===== config.mk =====
export PLATFORM = sky130hd
export DESIGN_NAME = port_irq_loopback
export DESIGN_NICKNAME = d
export VERILOG_FILES = /design/src/rtl/port_irq_loopback_pkg.sv /design/src/rtl/port_irq_loopback.sv
export SDC_FILE = /design/constraint.sdc
export NUM_CORES = 1
export LEC_CHECK = 0
export ABC_AREA = 0
export BUFFER_PORTS_ARGS = -buffer_cell sky130_fd_sc_hd__buf_2
export CAP_MARGIN = 0
export CELL_PAD_IN_SITES_DETAIL_PLACEMENT = 1
export CELL_PAD_IN_SITES_GLOBAL_PLACEMENT = 2
export CORE_MARGIN = 2
export CORE_UTILIZATION = 26
export CTS_BUF_LIST = sky130_fd_sc_hd__clkbuf_4
export DETAILED_ROUTE_END_ITERATION = 16
export PLACE_DENSITY = 0.95
export SYNTH_ARGS = -nofsm -noshare
export SYNTH_HDL_FRONTEND = slang
export SYNTH_SLANG_ARGS = --single-unit

===== constraint.sdc =====
create_clock -name sys_clk -period 2.87 [get_ports sys_clk]
set_clock_uncertainty 0.2 [all_clocks]
set_input_delay 0.1435 -clock sys_clk [delete_from_list [all_inputs] [get_ports sys_clk]]
set_output_delay 0.1435 -clock sys_clk [all_outputs]
set_load 0.02 [all_outputs]

===== src/rtl/port_irq_loopback_pkg.sv =====
// Overview of operation
// Status bit 2 shows pending timestamp summary
// Status bit 1 shows pending PHY summary
// Status bit 0 sets on counter-mode filter event
// Filter status clears by toggling its mask bit
// Filter source exists on every port
// Mask bits inverted: zero enables, reset zero
// Timestamp mask gates only the summary bit
// Status holds only port-specific sources
// Mask decides which pending sources interrupt
// Bit 7 returns fabric egress to fabric
// Bit 6 returns line input to line
// PHY port loops receive pair to transmit
// MAC port loops transmit inputs to outputs
// Interrupt high while unmasked status bit set
// Reserved bits read zero; loopback resets zero
package port_irq_loopback_pkg;

  // ---------------------------------------------------------------------------
  // Register indices and byte addresses
  // ---------------------------------------------------------------------------
  localparam logic [7:0] IDX_STATUS = 8'h1B;
  localparam logic [7:0] IDX_CLEAR  = 8'h1C;
  localparam logic [7:0] IDX_MASK   = 8'h1F;
  localparam logic [7:0] IDX_OPCTL  = 8'h20;
  localparam int         ADDR_W     = 8;
  localparam logic [7:0] ADDR_STATUS = 8'(IDX_STATUS * 4);
  localparam logic [7:0] ADDR_CLEAR  = 8'(IDX_CLEAR * 4);
  localparam logic [7:0] ADDR_MASK   = 8'(IDX_MASK * 4);
  localparam logic [7:0] ADDR_OPCTL  = 8'(IDX_OPCTL * 4);

  // ---------------------------------------------------------------------------
  // Field positions and reset values
  // ---------------------------------------------------------------------------
  localparam int         BIT_PTP      = 2;
  localparam int         BIT_PHY      = 1;
  localparam int         BIT_ACL      = 0;
  localparam int         BIT_LOCAL_LB = 7;
  localparam int         BIT_REMOTE_LB = 6;
  localparam int         SRC_W        = 3;
  localparam logic [2:0] MASK_RESET   = 3'h0;
  localparam logic [2:0] STATUS_RESET = 3'h0;
  localparam logic [1:0] LB_RESET     = 2'h0;

  // ---------------------------------------------------------------------------
  // Datapath modes
  // ---------------------------------------------------------------------------
  typedef enum logic [1:0] {
    MODE_NORMAL = 2'b00,
    MODE_REMOTE = 2'b01,
    MODE_LOCAL  = 2'b10
  } lb_mode_t;

endpackage : port_irq_loopback_pkg


===== src/rtl/port_irq_loopback.sv =====
// The APB register port was decided locally.
`timescale 1ns/100ps
module port_irq_loopback
#(
  parameter int DATA_W  = 8,
  parameter bit HAS_PHY = 1'b1
)
(
  // Clock and reset
  input  wire logic                                    sys_clk,
  input  wire logic                                    rst_n,
  // APB slave
  input  wire logic                                    psel,
  input  wire logic                                    penable,
  input  wire logic                                    pwrite,
  input  wire logic [port_irq_loopback_pkg::ADDR_W-1:0] paddr,
  input  wire logic [31:0]                             pwdata,
  output logic      [31:0]                             prdata,
  output logic                                         pready,
  output logic                                         pslverr,
  // Interrupt sources and request
  input  wire logic                                    ptp_summary,
  input  wire logic                                    phy_summary,
  input  wire logic                                    acl_count_event,
  output logic                                         irq,
  // Fabric side
  input  wire logic [DATA_W-1:0]                       fabric_tx_data,
  input  wire logic                                    fabric_tx_valid,
  output logic      [DATA_W-1:0]                       fabric_rx_data,
  output logic                                         fabric_rx_valid,
  // Line side (PHY pairs or external_mac_interface)
  input  wire logic [DATA_W-1:0]                       line_rx_data,
  input  wire logic                                    line_rx_valid,
  output logic      [DATA_W-1:0]                       line_tx_data,
  output logic                                         line_tx_valid
);
  import port_irq_loopback_pkg::*;

  generate
    if (DATA_W < 1)
    begin : g_bad_width
      $error("DATA_W must be at least 1.");
    end
    // The read path packs both loopback bits side by side, local above remote.
    if (BIT_LOCAL_LB != BIT_REMOTE_LB + 1)
    begin : g_bad_lb_pos
      $error("Loopback bits must be adjacent with local above remote.");
    end
  endgenerate

  // ---------------------------------------------------------------------------
  // Reset release
  // ---------------------------------------------------------------------------
  logic rst_meta_n;
  logic rst_sync_n;

  always_ff @(posedge sys_clk or negedge rst_n)
  begin
    if (!rst_n)
    begin
      rst_meta_n <= 1'b0;
      rst_sync_n <= 1'b0;
    end
    else
    begin
      rst_meta_n <= 1'b1;
      rst_sync_n <= rst_meta_n;
    end
  end

  // ---------------------------------------------------------------------------
  // Register file and interrupt state
  // ---------------------------------------------------------------------------
  logic [SRC_W-1:0] status;
  logic [SRC_W-1:0] mask;
  logic [1:0]       lb;
  logic [SRC_W-1:0] next_status;
  logic [SRC_W-1:0] next_mask;
  logic [1:0]       next_lb;
  logic [31:0]      next_prdata;
  logic             next_pready;
  logic             next_pslverr;
  logic             next_irq;
  logic [SRC_W-1:0] src;
  logic [SRC_W-1:0] clr;
  logic             wr_commit;
  logic             mapped;

  always_comb
  begin
    // Sources a port does not have are tied off here so they never latch.
    src          = '0;
    src[BIT_PTP] = HAS_PHY & ptp_summary;
    src[BIT_PHY] = HAS_PHY & phy_summary;
    src[BIT_ACL] = acl_count_event;
    wr_commit    = psel & penable & pready & pwrite;
    mapped       = (paddr == ADDR_STATUS) || (paddr == ADDR_CLEAR) ||
                   (paddr == ADDR_MASK) || (paddr == ADDR_OPCTL);
    next_mask    = mask;
    next_lb      = lb;
    clr          = '0;
    if (wr_commit && paddr == ADDR_MASK)
    begin
      next_mask = pwdata[SRC_W-1:0];
    end
    if (wr_commit && paddr == ADDR_OPCTL)
    begin
      next_lb = {pwdata[BIT_LOCAL_LB], pwdata[BIT_REMOTE_LB]};
    end
    if (wr_commit && paddr == ADDR_CLEAR)
    begin
      clr[BIT_PTP] = pwdata[BIT_PTP];
      clr[BIT_PHY] = pwdata[BIT_PHY];
    end
    // The filter bit ignores the clear register and clears on a mask toggle.
    if (wr_commit && paddr == ADDR_MASK && (pwdata[BIT_ACL] != mask[BIT_ACL]))
    begin
      clr[BIT_ACL] = 1'b1;
    end
    // A new event in the clearing cycle survives the clear.
    next_status  = (status & ~clr) | (src & ~mask);
    next_irq     = |(next_status & ~next_mask);
    next_pready  = psel & penable & ~pready;
    next_pslverr = psel & penable & ~pready & ~mapped;
    next_prdata  = '0;
    if (psel && penable && !pready && !pwrite)
    begin
      case (paddr)
        ADDR_STATUS: next_prdata = {29'h0000000, status};
        ADDR_MASK:   next_prdata = {29'h0000000, mask};
        ADDR_OPCTL:  next_prdata = {24'h000000, lb, 6'h00};
        default:     next_prdata = 32'h00000000;
      endcase
    end
  end

  always_ff @(posedge sys_clk or negedge rst_sync_n)
  begin
    if (!rst_sync_n)
    begin
      status  <= STATUS_RESET;
      mask    <= MASK_RESET;
      lb      <= LB_RESET;
      irq     <= 1'b0;
      prdata  <= 32'h00000000;
      pready  <= 1'b0;
      pslverr <= 1'b0;
    end
    else
    begin
      status  <= next_status;
      mask    <= next_mask;
      lb      <= next_lb;
      irq     <= next_irq;
      prdata  <= next_prdata;
      pready  <= next_pready;
      pslverr <= next_pslverr;
    end
  end

  // ---------------------------------------------------------------------------
  // Loopback datapath
  // ---------------------------------------------------------------------------
  lb_mode_t          mode;
  logic [DATA_W-1:0] next_fabric_rx_data;
  logic              next_fabric_rx_valid;
  logic [DATA_W-1:0] next_line_tx_data;
  logic              next_line_tx_valid;

  always_comb
  begin
    // Local loopback wins when both bits are set; remote traffic then idles.
    if (lb[1])
    begin
      mode = MODE_LOCAL;
    end
    else if (lb[0])
    begin
      mode = MODE_REMOTE;
    end
    else
    begin
      mode = MODE_NORMAL;
    end
    next_fabric_rx_data  = line_rx_data;
    next_fabric_rx_valid = line_rx_valid;
    next_line_tx_data    = fabric_tx_data;
    next_line_tx_valid   = fabric_tx_valid;
    case (mode)
      MODE_LOCAL:
      begin
        next_fabric_rx_data  = fabric_tx_data;
        next_fabric_rx_valid = fabric_tx_valid;
        next_line_tx_data    = '0;
        next_line_tx_valid   = 1'b0;
      end
      MODE_REMOTE:
      begin
        next_line_tx_data    = line_rx_data;
        next_line_tx_valid   = line_rx_valid;
        next_fabric_rx_data  = '0;
        next_fabric_rx_valid = 1'b0;
      end
      MODE_NORMAL:
      begin
        next_fabric_rx_valid = line_rx_valid;
      end
      default:
      begin
        next_fabric_rx_valid = 1'b0;
        next_line_tx_valid   = 1'b0;
      end
    endcase
  end

  always_ff @(posedge sys_clk or negedge rst_sync_n)
  begin
    if (!rst_sync_n)
    begin
      fabric_rx_data  <= '0;
      fabric_rx_valid <= 1'b0;
      line_tx_data    <= '0;
      line_tx_valid   <= 1'b0;
    end
    else
    begin
      fabric_rx_data  <= next_fabric_rx_data;
      fabric_rx_valid <= next_fabric_rx_valid;
      line_tx_data    <= next_line_tx_data;
      line_tx_valid   <= next_line_tx_valid;
    end
  end
endmodule : port_irq_loopback


### Word level (Yosys, flattened, before mapping)

Index checks and enable logic that the tools add are counted.

* input bits: 66
* output and inout bits: 53
* register bits: 63
* logic and storage cells: 59

* reductions and logical operators: 14
* equal/unequal tests: 7
* mux-type cells: 11
* bitwise gates (word level): 14

Operator list (count)
* $pmux 8 s2: 2
* $eq 8x7->1 const B: 3
* $pmux 8 s3: 1
* $and 3x3->3: 3
* $not 3->3: 3
* $eq 8x8->1 const B: 1
* $mux 8: 1
* $logic_and 1x1->1: 7
* $and 1x1->1: 5
* $mux 2: 2
* $pmux 1 s2: 2
* $logic_or 1x1->1: 3
* $mux 3: 1
* $or 3x3->3: 1
* $reduce_or 3->1: 1
* $eq 2x1->1 const B: 1
* $eq 2x2->1 const B: 1
* $logic_not 1->1: 2
* $logic_not 2->1: 1
* $mux 1: 2
* $not 1->1: 2
* $ne 1x1->1: 1

### Logic depth before layout (Yosys ltp)

Gate-level depths: netlist of the first run.

* depth in word-level cells: 11
* gate-level depth with buffers: 5

### Worst setup path before layout of the first run

OpenSTA, ideal clock, no wires.

* path type: reg-to-reg
* from: register pready
* to: register irq
* library setup time: 0.086 ns
* path slack: 1.284 ns
* arrival time: 1.301 ns
* stages on the path, launching flop included: 5
* required time: 2.584 ns
* path buffers: 0
* cell sequence: dfrtp_1 and4_4 nand3b_4 mux2_4 o221ai_2

* elaborated cells between the ends (all ways): 14
* those cells by class: 3 x mux; 7 x bitwise; 4 x reduce/logical

RTL lines
* from (decl): line port_irq_loopback.sv:19 `output logic pready,`
* from (signal assigned): line port_irq_loopback.sv:156 `pready <= next_pready;`
* $and 1x1->1 (2 in a row): line port_irq_loopback.sv:96 `wr_commit = psel & penable & pready & pwrite;`
* $logic_and 1x1->1: line port_irq_loopback.sv:102 `if (wr_commit && paddr == ADDR_MASK)`
* $mux 3: line port_irq_loopback.sv:102
* net next_mask[1]: line port_irq_loopback.sv:78 `logic [SRC_W-1:0] next_mask;`
* $not 3->3: line port_irq_loopback.sv:122 `next_irq = |(next_status & ~next_mask);`
* $and 3x3->3: line port_irq_loopback.sv:122
* $reduce_or 3->1: line port_irq_loopback.sv:122
* net next_irq: line port_irq_loopback.sv:83 `logic next_irq;`
* to (signal assigned): line port_irq_loopback.sv:154 `irq <= next_irq;`
* to (decl): line port_irq_loopback.sv:25 `output logic irq,`

The timed path passes the listed nets, and every way through them passes these cells.
A chain may end at the register's enable or synchronous reset.

### Final worst setup path of the first run

* from: register lb[0]
* to: register fabric_rx_data[5]

* longest elaborated chain between the ends: 4
* elaborated cells between the ends (all ways): 5
* those cells by class: 2 x eq/ne; 3 x mux

Ends and longest elaborated chain
* from (decl): line port_irq_loopback.sv:76 `logic [1:0] lb;`
* from (signal assigned): line port_irq_loopback.sv:153 `lb <= next_lb;`
* $mux 1 (*): line port_irq_loopback.sv:177 `else if (lb[0])`
* $mux 2 (*): line port_irq_loopback.sv:173 `if (lb[1])`
* $eq 2x1->1 / $eq 2x2->1 (equally long branches): line port_irq_loopback.sv:189 `case (mode)`
* $pmux 8 s2 (*): line port_irq_loopback.sv:189
* net next_fabric_rx_data[5]: line port_irq_loopback.sv:165 `logic [DATA_W-1:0] next_fabric_rx_data;`
* to (signal assigned): line port_irq_loopback.sv:227 `fabric_rx_data <= next_fabric_rx_data;`
* to (decl): line port_irq_loopback.sv:29 `output logic [DATA_W-1:0] fabric_rx_data,`

The timed path passes the listed nets; every way through them passes the cells marked *.

==> results.py, run 1 <==
metrics = {
    "routing": {
        "wirelength_um": 4530,
        "wl_per_cell_um": 13.5,
        "firstDrtPassIters": 4,
        "vias": 1424,
        "drcViolationCount": 0,
        "drtAntennaViolNets": 0,
        "viasPerCell": 4.24,
        "drtIter0Drc": 38,
    },
    "hold_path": {
        "hold_class": "in2reg",
        "min_from": "paddr[6]",
        "hold-path-cell-count": 4,
        "worst_hold_path.endpoint": "pslverr$_DFF_PN0_",
    },
    "critical_path": {
        "crit_path_top_delay_cell": "dfrtp_1",
        "critPathArrivalTime_ns": 2.24,
        "reg2reg_to": "fabric_rx_data[5]$_DFF_PN0_",
        "r2r_cells": 3,
        "cp_cell_sequence": "nor2_1, a22o_1, dlygate4sd3_1",
        "start_kind": "flip-flop",
        "r2r-start": "lb[0]$_DFFE_PN0P_",
        "r2r_setup_slack_ns": 0.65,
        "crit_path_start": "lb[0]$_DFFE_PN0P_",
        "critPathKind": "reg2reg",
        "crit_fanout": 14,
        "end_kind": "flip-flop",
        "crit_required_ns": 2.89,
        "critPathMaxStageDelay_ns": 0.77,
    },
    "cells_and_area": {
        "area_growth_pct": 45.8,
        "stdcell_area_um2": 2510,
        "diodes": 0,
        "nNetsFinal": 325,
        "layout-drive-gt1-share_pct": 32.4,
        "finalNonFillerCells": 336,
    },
    "synth": {
        "synth_compound_area_share_pct": 8.08,
        "synth_xor_area_share_pct": 0,
        "synth_fa_ha_area_share_pct": 0,
        "synthTopCellsByCount": "36 x dfrtp_1, 28 x buf_4, 16 x nor2_1, 12 x mux2i_1, 8 x inv_1",
        "synth-main-ff-cell": "dfrtp_1",
        "synth.cell_area_um2": 1720,
        "yosys_warnings": 0,
        "syn_avg_cell_area_um2": 11.6,
        "yosys-top-cells-area": "dfrtp_1 52%, buf_4 12%, mux2i_1 7.0%",
        "synth_edf_count": 0,
        "synth.mux.area_fraction_pct": 10.5,
        "yosysMostFrequentCell": "dfrtp_1",
        "synth_top_family_by_area": "buffers and inverters",
        "yosysUniqueCellTypes": 28,
        "synth_top_area_share_pct": 52.4,
        "synth_simple_gate_area_share_pct": 13.9,
        "async_reset_ff_share_pct": 100,
        "ys_ff_latch": 36,
        "syn_inst": 148,
        "yosysTopAreaCell": "dfrtp_1",
        "ys_seq_area_share_pct": 52.4,
    },
    "sta": {
        "setup_viol": 0,
        "fin_crit_ns": 2.22,
        "finalSetupTns_ns": 0,
        "fmax_mhz": 451,
        "final_hold_viol_count": 0,
        "grt_setup_unrepaired": "no",
        "slew_viol_final": 0,
        "tightest_slew_ns": 0.647,
        "fin_ws_ns": 0.654,
        "fin_crit_sh_pct": 77.2,
        "maxSlewHeadroom_pct": 56.9,
    },
    "run": {
        "drv_cap": 0,
    },
    "place": {
        "post-place-cells": 286,
        "place_hpwl_um": 2940,
        "placed_area_um2": 2030,
        "io_buffers": 64,
        "gp_congestion": 0.751,
        "dp_slack_ns": 1.23,
    },
    "clock_tree": {
        "cts_sinks": 36,
        "root_buffer": "clkbuf_4",
        "cts_buffer_depth": 2,
        "cts_setup_buffers": 0,
        "numCtsBuffers": 5,
        "cts_tree": "built",
        "post_cts_resized": 0,
        "clk_latency_ns": 0.33,
        "cts.clk_slew.worst_paths_ns": 0.11,
        "htree_levels": 2,
    },
    "floorplanning": {
        "start_util_pct": 26.9,
        "ios": 119,
        "core_area_um2": 6390,
        "die_h_um": 85.3,
        "num_rows": 29,
        "die_w_um": 85.3,
        "die-area_um2": 7280,
    },
    "pwr": {
        "ir_drop_v": 0.000187,
        "totalPowerFinal_uw": 968,
        "power_density_nw_per_um2": 386,
        "p_leak_uw": 0.00129,
    },
    "global_route": {
        "grt_overflow": 0,
        "grt_max_degree": 35,
        "grt_pass1_vias": 1553,
        "grt.total_usage_pct": 13.2,
        "antenna_found_initial": 0,
        "grt_pass1_wl_um": 7500,
    },
    "outcome": {
        "status": "complete, no violations",
    },
}
==> area by class of cell <==
class / instances / area [um2]
Fill cell: 725 / 3880
Multi-Input combinational cell: 99 / 663
Inverter: 8 / 30.0
Sequential cell: 36 / 901
Clock inverter: 1 / 5.00
Timing Repair Buffer: 109 / 766
Clock buffer: 6 / 45.0
Tap cell: 77 / 96.3
==> per-stage QoR <==
step	hold slack, ns	util (%)
floorplan	-0.352	-
finish	0.0238	39.2
global route	0.0157	39.2
global placement	-0.272	31.7
detailed placement	-0.270	31.7
CTS	0.00515	39.2
==> layout by cell type (no fill, tap or decap), types with 2 or more instances in the layout <==
cell           Yosys  routed
o21ai_0            3       3
a22o_1             7       7
a2bb2oi_1          2       2
conb_1             2      28
dfrtp_1           36      36
nand4_1            2       2
clkbuf_4           0       6
inv_1              8       8
and4b_4            2       2
nand2_1            5       5
buf_4             28       2
nand2b_1           2       2
mux2_4             4       4
mux2i_1           12      12
and3_1             2       2
a21oi_1            3       3
dlygate4sd3_1      0      43
nand3b_1           2       2
nor2_1            16      16
buf_2              1      64
==> state kept, by name, summed over array words and instances, names as in the netlist <==
name	flops
line_tx_valid	1
rst_sync_n	1
fabric_rx_valid	1
fabric_rx_data	8
pslverr	1
rst_meta_n	1
lb	2
prdata	5
irq	1
status	3
pready	1
mask	3
line_tx_data	8
==> repair_timing <==
action / in CTS / in global routing
hold buffers: 43 / 0
endpoints found under the setup margin: 0 / 0
endpoints found under the hold margin: 36 / 0
==> worst max-delay path, delay by kind of cell, from the launching register on <==
| family | cells | cell delay, ns |
|---|---|---|
| and+or+nand+nor | 1 | 0.30 |
| AOI/OAI and AO/OA | 1 | 0.28 |
| buffers and inverters | 1 | 0.56 |
| DFF | 1 | 0.77 |
==> report_power, final <==
part / internal, uW / switching, uW / total [uW] / leakage (uW)
Clock: 99.7 / 154 / 254 / 0.0000315
Sequential: 523 / 4.98 / 528 / 0.000434
Combinational: 81.5 / 105 / 186 / 0.000827
Total: 704 / 264 / 968 / 0.00129
==> routing by layer <==
layer / wire, um / global-route usage, % / up-vias
met5: 0 / 0 / -
met2: 2550 / 25.5 / 56
met1: 1640 / 14.1 / 693
met4: 81 / 4.76 / 0
met3: 254 / 2.53 / 8
li1: - / - / 667
==> worst max path at each step <==
stage | end | slack (ns) | cells after the start
CTS | fabric_rx_data[7]$_DFF_PN0_ | 0.67 | 3
global route | fabric_rx_data[6]$_DFF_PN0_ | 0.52 | 3
finish | fabric_rx_data[5]$_DFF_PN0_ | 0.65 | 3
floorplan | irq$_DFF_PN0_ | 1.28 | 4
global placement | fabric_rx_data[1]$_DFF_PN0_ | 1.24 | 2
detailed placement | fabric_rx_data[7]$_DFF_PN0_ | 1.23 | 2
==> cell families (layout without fill, tap and decap cells) <==
group,count (synthesis),after routing
buffers and inverters,39,124
and+or+nand+nor,37,37
DFF,36,36
AOI/OAI and AO/OA,18,18
muxes,16,16
other,2,28
No activity file was read; power rests on OpenSTA's default activity.
==> inputs of run 2 (changes only) <==
--- a/config.mk
+++ b/config.mk
@@ -11,10 +11,10 @@
 export CELL_PAD_IN_SITES_DETAIL_PLACEMENT = 1
 export CELL_PAD_IN_SITES_GLOBAL_PLACEMENT = 2
 export CORE_MARGIN = 2
-export CORE_UTILIZATION = 26
+export CORE_UTILIZATION = 21
 export CTS_BUF_LIST = sky130_fd_sc_hd__clkbuf_4
 export DETAILED_ROUTE_END_ITERATION = 16
-export PLACE_DENSITY = 0.95
+export PLACE_DENSITY = 0.86
 export SYNTH_ARGS = -nofsm -noshare
 export SYNTH_HDL_FRONTEND = slang
 export SYNTH_SLANG_ARGS = --single-unit
==> constraint.sdc (replaced) <==
create_clock -name sys_clk -period 1.8 [get_ports sys_clk]
set_clock_uncertainty 0.2 [all_clocks]
set_input_delay 0.09 -clock sys_clk [delete_from_list [all_inputs] [get_ports sys_clk]]
set_output_delay 0.09 -clock sys_clk [all_outputs]
set_load 0.02 [all_outputs]
==> results.py, run 2 (synthesis gave the netlist of run 1 again) <==
metrics = {
    "outcome": {
        "status": "finished, violations left",
        "failed_checks": "hold timing",
    },
    "sta": {
        "setup_viol": 0,
        "finalSetupTns_ns": 0,
        "slew_viol_final": 0,
        "final_hold_viol_count": 1,
        "hold_ws_ns": -0.00537,
        "fin_ws_ns": 0.0485,
        "fmax_mhz": 571,
        "fin_crit_sh_pct": 97.3,
        "fin_crit_ns": 1.75,
    },
    "clock_tree": {
        "htree_levels": 2,
        "cts_tree": "built",
        "cts.clk_slew.worst_paths_ns": 0.10,
        "cts_sinks": 36,
        "root_buffer": "clkbuf_4",
        "clk_latency_ns": 0.32,
        "cts_buffer_depth": 2,
        "numCtsBuffers": 5,
    },
    "floorplanning": {
        "start_util_pct": 21.2,
        "die_w_um": 94.5,
        "core_area_um2": 8090,
        "die_h_um": 94.5,
        "die-area_um2": 8930,
        "ios": 119,
        "num_rows": 33,
    },
    "global_route": {
        "grt_pass1_vias": 1433,
        "grt_pass1_wl_um": 7010,
        "grt_overflow": 0,
        "grt.total_usage_pct": 10.2,
        "grt_max_degree": 35,
        "antenna_found_initial": 0,
    },
    "routing": {
        "drtIter0Drc": 63,
        "wl_per_cell_um": 12.2,
        "firstDrtPassIters": 4,
        "viasPerCell": 3.87,
        "vias": 1441,
        "wirelength_um": 4520,
        "drtAntennaViolNets": 0,
        "drcViolationCount": 0,
    },
    "place": {
        "io_buffers": 64,
        "dp_slack_ns": 0.200,
        "placed_area_um2": 2080,
        "place_hpwl_um": 2910,
        "gp_congestion": 0.760,
        "post-place-cells": 316,
    },
    "hold_path": {
        "hold-path-cell-count": 5,
        "worst_hold_path.endpoint": "status[1]$_DFF_PN0_",
        "hold_class": "in2reg",
        "min_from": "paddr[0]",
    },
    "critical_path": {
        "reg2reg_to": "prdata[0]$_DFF_PN0_",
        "end_kind": "flip-flop",
        "critPathArrivalTime_ns": 1.82,
        "r2r_setup_slack_ns": 0.05,
        "r2r-start": "pready$_DFF_PN0_",
        "critPathKind": "reg2reg",
        "r2r_cells": 5,
        "crit_required_ns": 1.86,
        "crit_fanout": 3,
        "start_kind": "flip-flop",
    },
    "run": {
        "drv_cap": 0,
    },
    "pwr": {
        "clockPowerShare_pct": 27.1,
        "intPower_uw": 1150,
        "switchingPower_uw": 424,
        "netSwitchingFraction_pct": 26.9,
        "p_seq_share_pct": 53.3,
        "ir_drop_v": 0.000184,
        "power_density_nw_per_um2": 600,
        "p_comb_share_pct": 19.6,
        "p_leak_uw": 0.00133,
        "totalPowerFinal_uw": 1580,
    },
    "cells_and_area": {
        "area_growth_pct": 52.9,
        "stdcell_area_um2": 2630,
        "layout-drive-gt1-share_pct": 34.5,
        "final_common_cell": "buf_2",
        "nNetsFinal": 332,
        "layout_common_cells": "64 x buf_2, 45 x dlygate4sd3_1, 35 x dfrtp_1",
        "finalNonFillerCells": 372,
        "largestRegisters": "fabric_rx_data: 8 flops, line_tx_data: 8 flops, prdata: 5 flops",
        "diodes": 0,
    },
}
==> run 2: through the flow <==
| step | hold slack (ns) | util [%] |
|---|---|---|
| after floorplan | -0.406 | - |
| after global placement | -0.325 | 25.6 |
| after detailed placement | -0.322 | 25.6 |
| after CTS | -0.0303 | 31.9 |
| after global routing | 0.000702 | 32.5 |
| final | -0.00537 | 32.5 |
==> run 2: what timing repair did <==
action | CTS | global route
hold endpoints to repair | 36 | 0
endpoints found under the setup margin | 0 | 8
setup buffers | 0 | 3
hold buffers | 45 | 0
resized for setup | 0 | 4
==> run 2: layout make-up <==
type,count,area [um2]
fillers,953,5460
flip-flops and latches,36,902
repair buffers,116,827
multi-input cells,99,682
well taps,105,131
clock buffers,7,52.6
inverters,8,30.0
clock inverters,1,3.75
==> run 2: how the worst max path moves through the flow <==
stage	start	to	slack, ns	depth (start not counted)
5_1_grt	pready$_DFF_PN0_	prdata[0]$_DFF_PN0_	-0.04	5
2_1_floorplan	pready$_DFF_PN0_	irq$_DFF_PN0_	0.21	4
3_5_place_dp	paddr[1]	lb[0]$_DFFE_PN0P_	0.20	5
3_3_place_gp	paddr[1]	lb[1]$_DFFE_PN0P_	0.20	5
6_report	pready$_DFF_PN0_	prdata[0]$_DFF_PN0_	0.05	5
4_1_cts	lb[0]$_DFFE_PN0P_	fabric_rx_data[6]$_DFF_PN0_	0.02	4
==> run 2: per-layer routing <==
layer | up-vias | part of all wire [%] | wire [um] | track usage, %
met5 | - | 0 | 0 | 0
li1 | 681 | - | - | -
met1 | 697 | 36 | 1650 | 10.7
met3 | 6 | 6.1 | 277 | 1.92
met2 | 57 | 55 | 2510 | 19.6
met4 | 0 | 2.0 | 90 | 4.35
==> run 2: critical path, stage by stage (launching register included) <==
cell and delay (ns):
dfrtp_1 0.40, nand3b_1 0.19, nor2_2 0.16, nand2_1 0.10, nor2_1 0.10, dlygate4sd3_1 0.55
==> run 2: power groups by stage <==
stage / registers (uW) / clock network [uW] / logic (uW)
floorplan: 898 / 0 / 136
global placement: 856 / 0 / 220
detailed placement: 856 / 0 / 225
CTS: 840 / 448 / 298
global route: 843 / 492 / 335
finish: 840 / 427 / 308
==> inputs of run 3 (changes only) <==
--- a/config.mk
+++ b/config.mk
@@ -10,7 +10,7 @@
 export CAP_MARGIN = 0
 export CELL_PAD_IN_SITES_DETAIL_PLACEMENT = 1
 export CELL_PAD_IN_SITES_GLOBAL_PLACEMENT = 2
-export CORE_MARGIN = 2
+export CORE_MARGIN = 5
 export CORE_UTILIZATION = 21
 export CTS_BUF_LIST = sky130_fd_sc_hd__clkbuf_4
 export DETAILED_ROUTE_END_ITERATION = 16
==> results.py, run 3 (synthesis gave the netlist of run 1 again) <==
metrics = {
    "floorplanning": {
        "ios": 119,
        "die-area_um2": 10100,
        "num_rows": 33,
        "die_w_um": 100,
        "start_util_pct": 21.2,
        "die_h_um": 100,
        "core_area_um2": 8090,
    },
    "critical_path": {
        "critPathArrivalTime_ns": 1.77,
        "crit_fanout": 4,
        "end_kind": "flip-flop",
        "crit_required_ns": 1.83,
        "start_kind": "input port",
        "critPathKind": "in2reg",
    },
    "clock_tree": {
        "cts.clk_slew.worst_paths_ns": 0.11,
        "cts_buffer_depth": 2,
        "cts_tree": "built",
        "numCtsBuffers": 5,
        "root_buffer": "clkbuf_4",
        "clk_latency_ns": 0.33,
        "cts_sinks": 36,
        "htree_levels": 2,
    },
    "routing": {
        "drtIter0Drc": 42,
        "wl_per_cell_um": 13.0,
        "drtAntennaViolNets": 0,
        "wirelength_um": 4730,
        "viasPerCell": 3.86,
        "firstDrtPassIters": 4,
        "drcViolationCount": 0,
        "vias": 1401,
    },
    "pwr": {
        "p_seq_share_pct": 49.5,
        "power_density_nw_per_um2": 664,
        "totalPowerFinal_uw": 1700,
        "p_comb_share_pct": 17.4,
        "netSwitchingFraction_pct": 26.4,
        "ir_drop_v": 0.000252,
        "intPower_uw": 1250,
        "clockPowerShare_pct": 33.1,
        "switchingPower_uw": 448,
        "p_leak_uw": 0.00129,
    },
    "sta": {
        "grt_setup_unrepaired": "no",
        "fin_crit_ns": 1.75,
        "hold_ws_ns": 0.0288,
        "setup_viol": 0,
        "slew_viol_final": 0,
        "fmax_mhz": 573,
        "fin_crit_sh_pct": 97.0,
        "finalSetupTns_ns": 0,
        "final_hold_viol_count": 0,
    },
    "cells_and_area": {
        "nNetsFinal": 323,
        "fill_cells": 952,
        "layout_common_cells": "62 x buf_2, 41 x dlygate4sd3_1, 35 x dfrtp_1",
        "largestRegisters": "fabric_rx_data: 8 flops, line_tx_data: 8 flops, prdata: 5 flops",
        "post-route-util_pct": 31.6,
        "final_common_cell": "buf_2",
        "diodes": 0,
        "layout-drive-gt1-share_pct": 33.3,
        "area_growth_pct": 48.8,
    },
    "global_route": {
        "grt_pass1_wl_um": 7520,
        "grt_pass1_vias": 1542,
        "antenna_found_initial": 0,
        "grt.total_usage_pct": 9.46,
        "grt_overflow": 0,
        "grt_max_degree": 35,
    },
    "place": {
        "gp_congestion": 0.705,
        "io_buffers": 64,
        "place_hpwl_um": 3350,
    },
    "run": {
        "drv_cap": 0,
    },
    "outcome": {
        "status": "complete, no violations",
    },
    "hold_path": {
        "hold_class": "in2reg",
    },
}
## run 3: per-stage QoR
step                      area, um2  setup slack (ns)  instances
after floorplan                1820             0.214        174
after global placement         2080             0.229        316
after detailed placement       2080             0.219        316
after CTS                      2570            0.0376        365
after global routing           2560           0.00346        363
final                          2560            0.0541        363
## run 3: repair_timing
| item | in CTS | in global routing |
|---|---|---|
| buffers inserted | 0 | 0 |
| endpoints found under the hold margin | 36 | 0 |
| setup endpoints to repair | 0 | 3 |
| resized for setup | 0 | 1 |
| hold buffers | 41 | 0 |
## run 3: critical path, stage by stage
cell           delay (ns)
dlygate4sd3_1        0.54
buf_2                0.15
nor4_4               0.31
and4b_4              0.34
nand2_4              0.06
mux2_4               0.29
## run 3: final cells by class
cell class / count / area, um2 / share of cell area (%)
multi-input combinational: 99 / 663 / 25.9
timing repair buffer: 107 / 751 / 29.4
inverter: 8 / 30.0 / 1.17
clock buffer: 5 / 37.5 / 1.47
clock inverter: 3 / 42.5 / 1.66
sequential: 36 / 902 / 35.3
tap: 105 / 131 / 5.14
## run 3: power by group through the flow
| stage | sequential [uW] | clock, uW | combinational [uW] |
|---|---|---|---|
| after floorplan | 898 | 0 | 136 |
| after detailed placement | 857 | 0 | 228 |
| after global placement | 856 | 0 | 220 |
| after global routing | 844 | 614 | 321 |
| final | 841 | 562 | 296 |
| after CTS | 841 | 582 | 297 |
## run 3: metal layers
metal,part of all wire [%],vias to the layer above,track usage [%]
met5,0,-,0
met3,6.1,7,1.59
li1,-,664,-
met4,2.2,0,4.04
met2,55,52,18.0
met1,37,678,10.2
## run 3: path summary, 6_finish.rpt
path	startpoint	to	slack [ns]	cells past startpoint
max reg2reg	lb[1]$_DFFE_PN0P_	fabric_rx_data[2]$_DFF_PN0_	0.12	4
max	paddr[2]	lb[0]$_DFFE_PN0P_	0.05	6
min	paddr[7]	pslverr$_DFF_PN0_	0.03	3
max in group asynchronous	rst_n	rst_sync_n$_DFF_PN0_	0.85	3
min in group asynchronous	rst_sync_n$_DFF_PN0_	line_tx_data[4]$_DFF_PN0_	0.08	1
min reg2reg	rst_sync_n$_DFF_PN0_	line_tx_data[4]$_DFF_PN0_	0.08	1
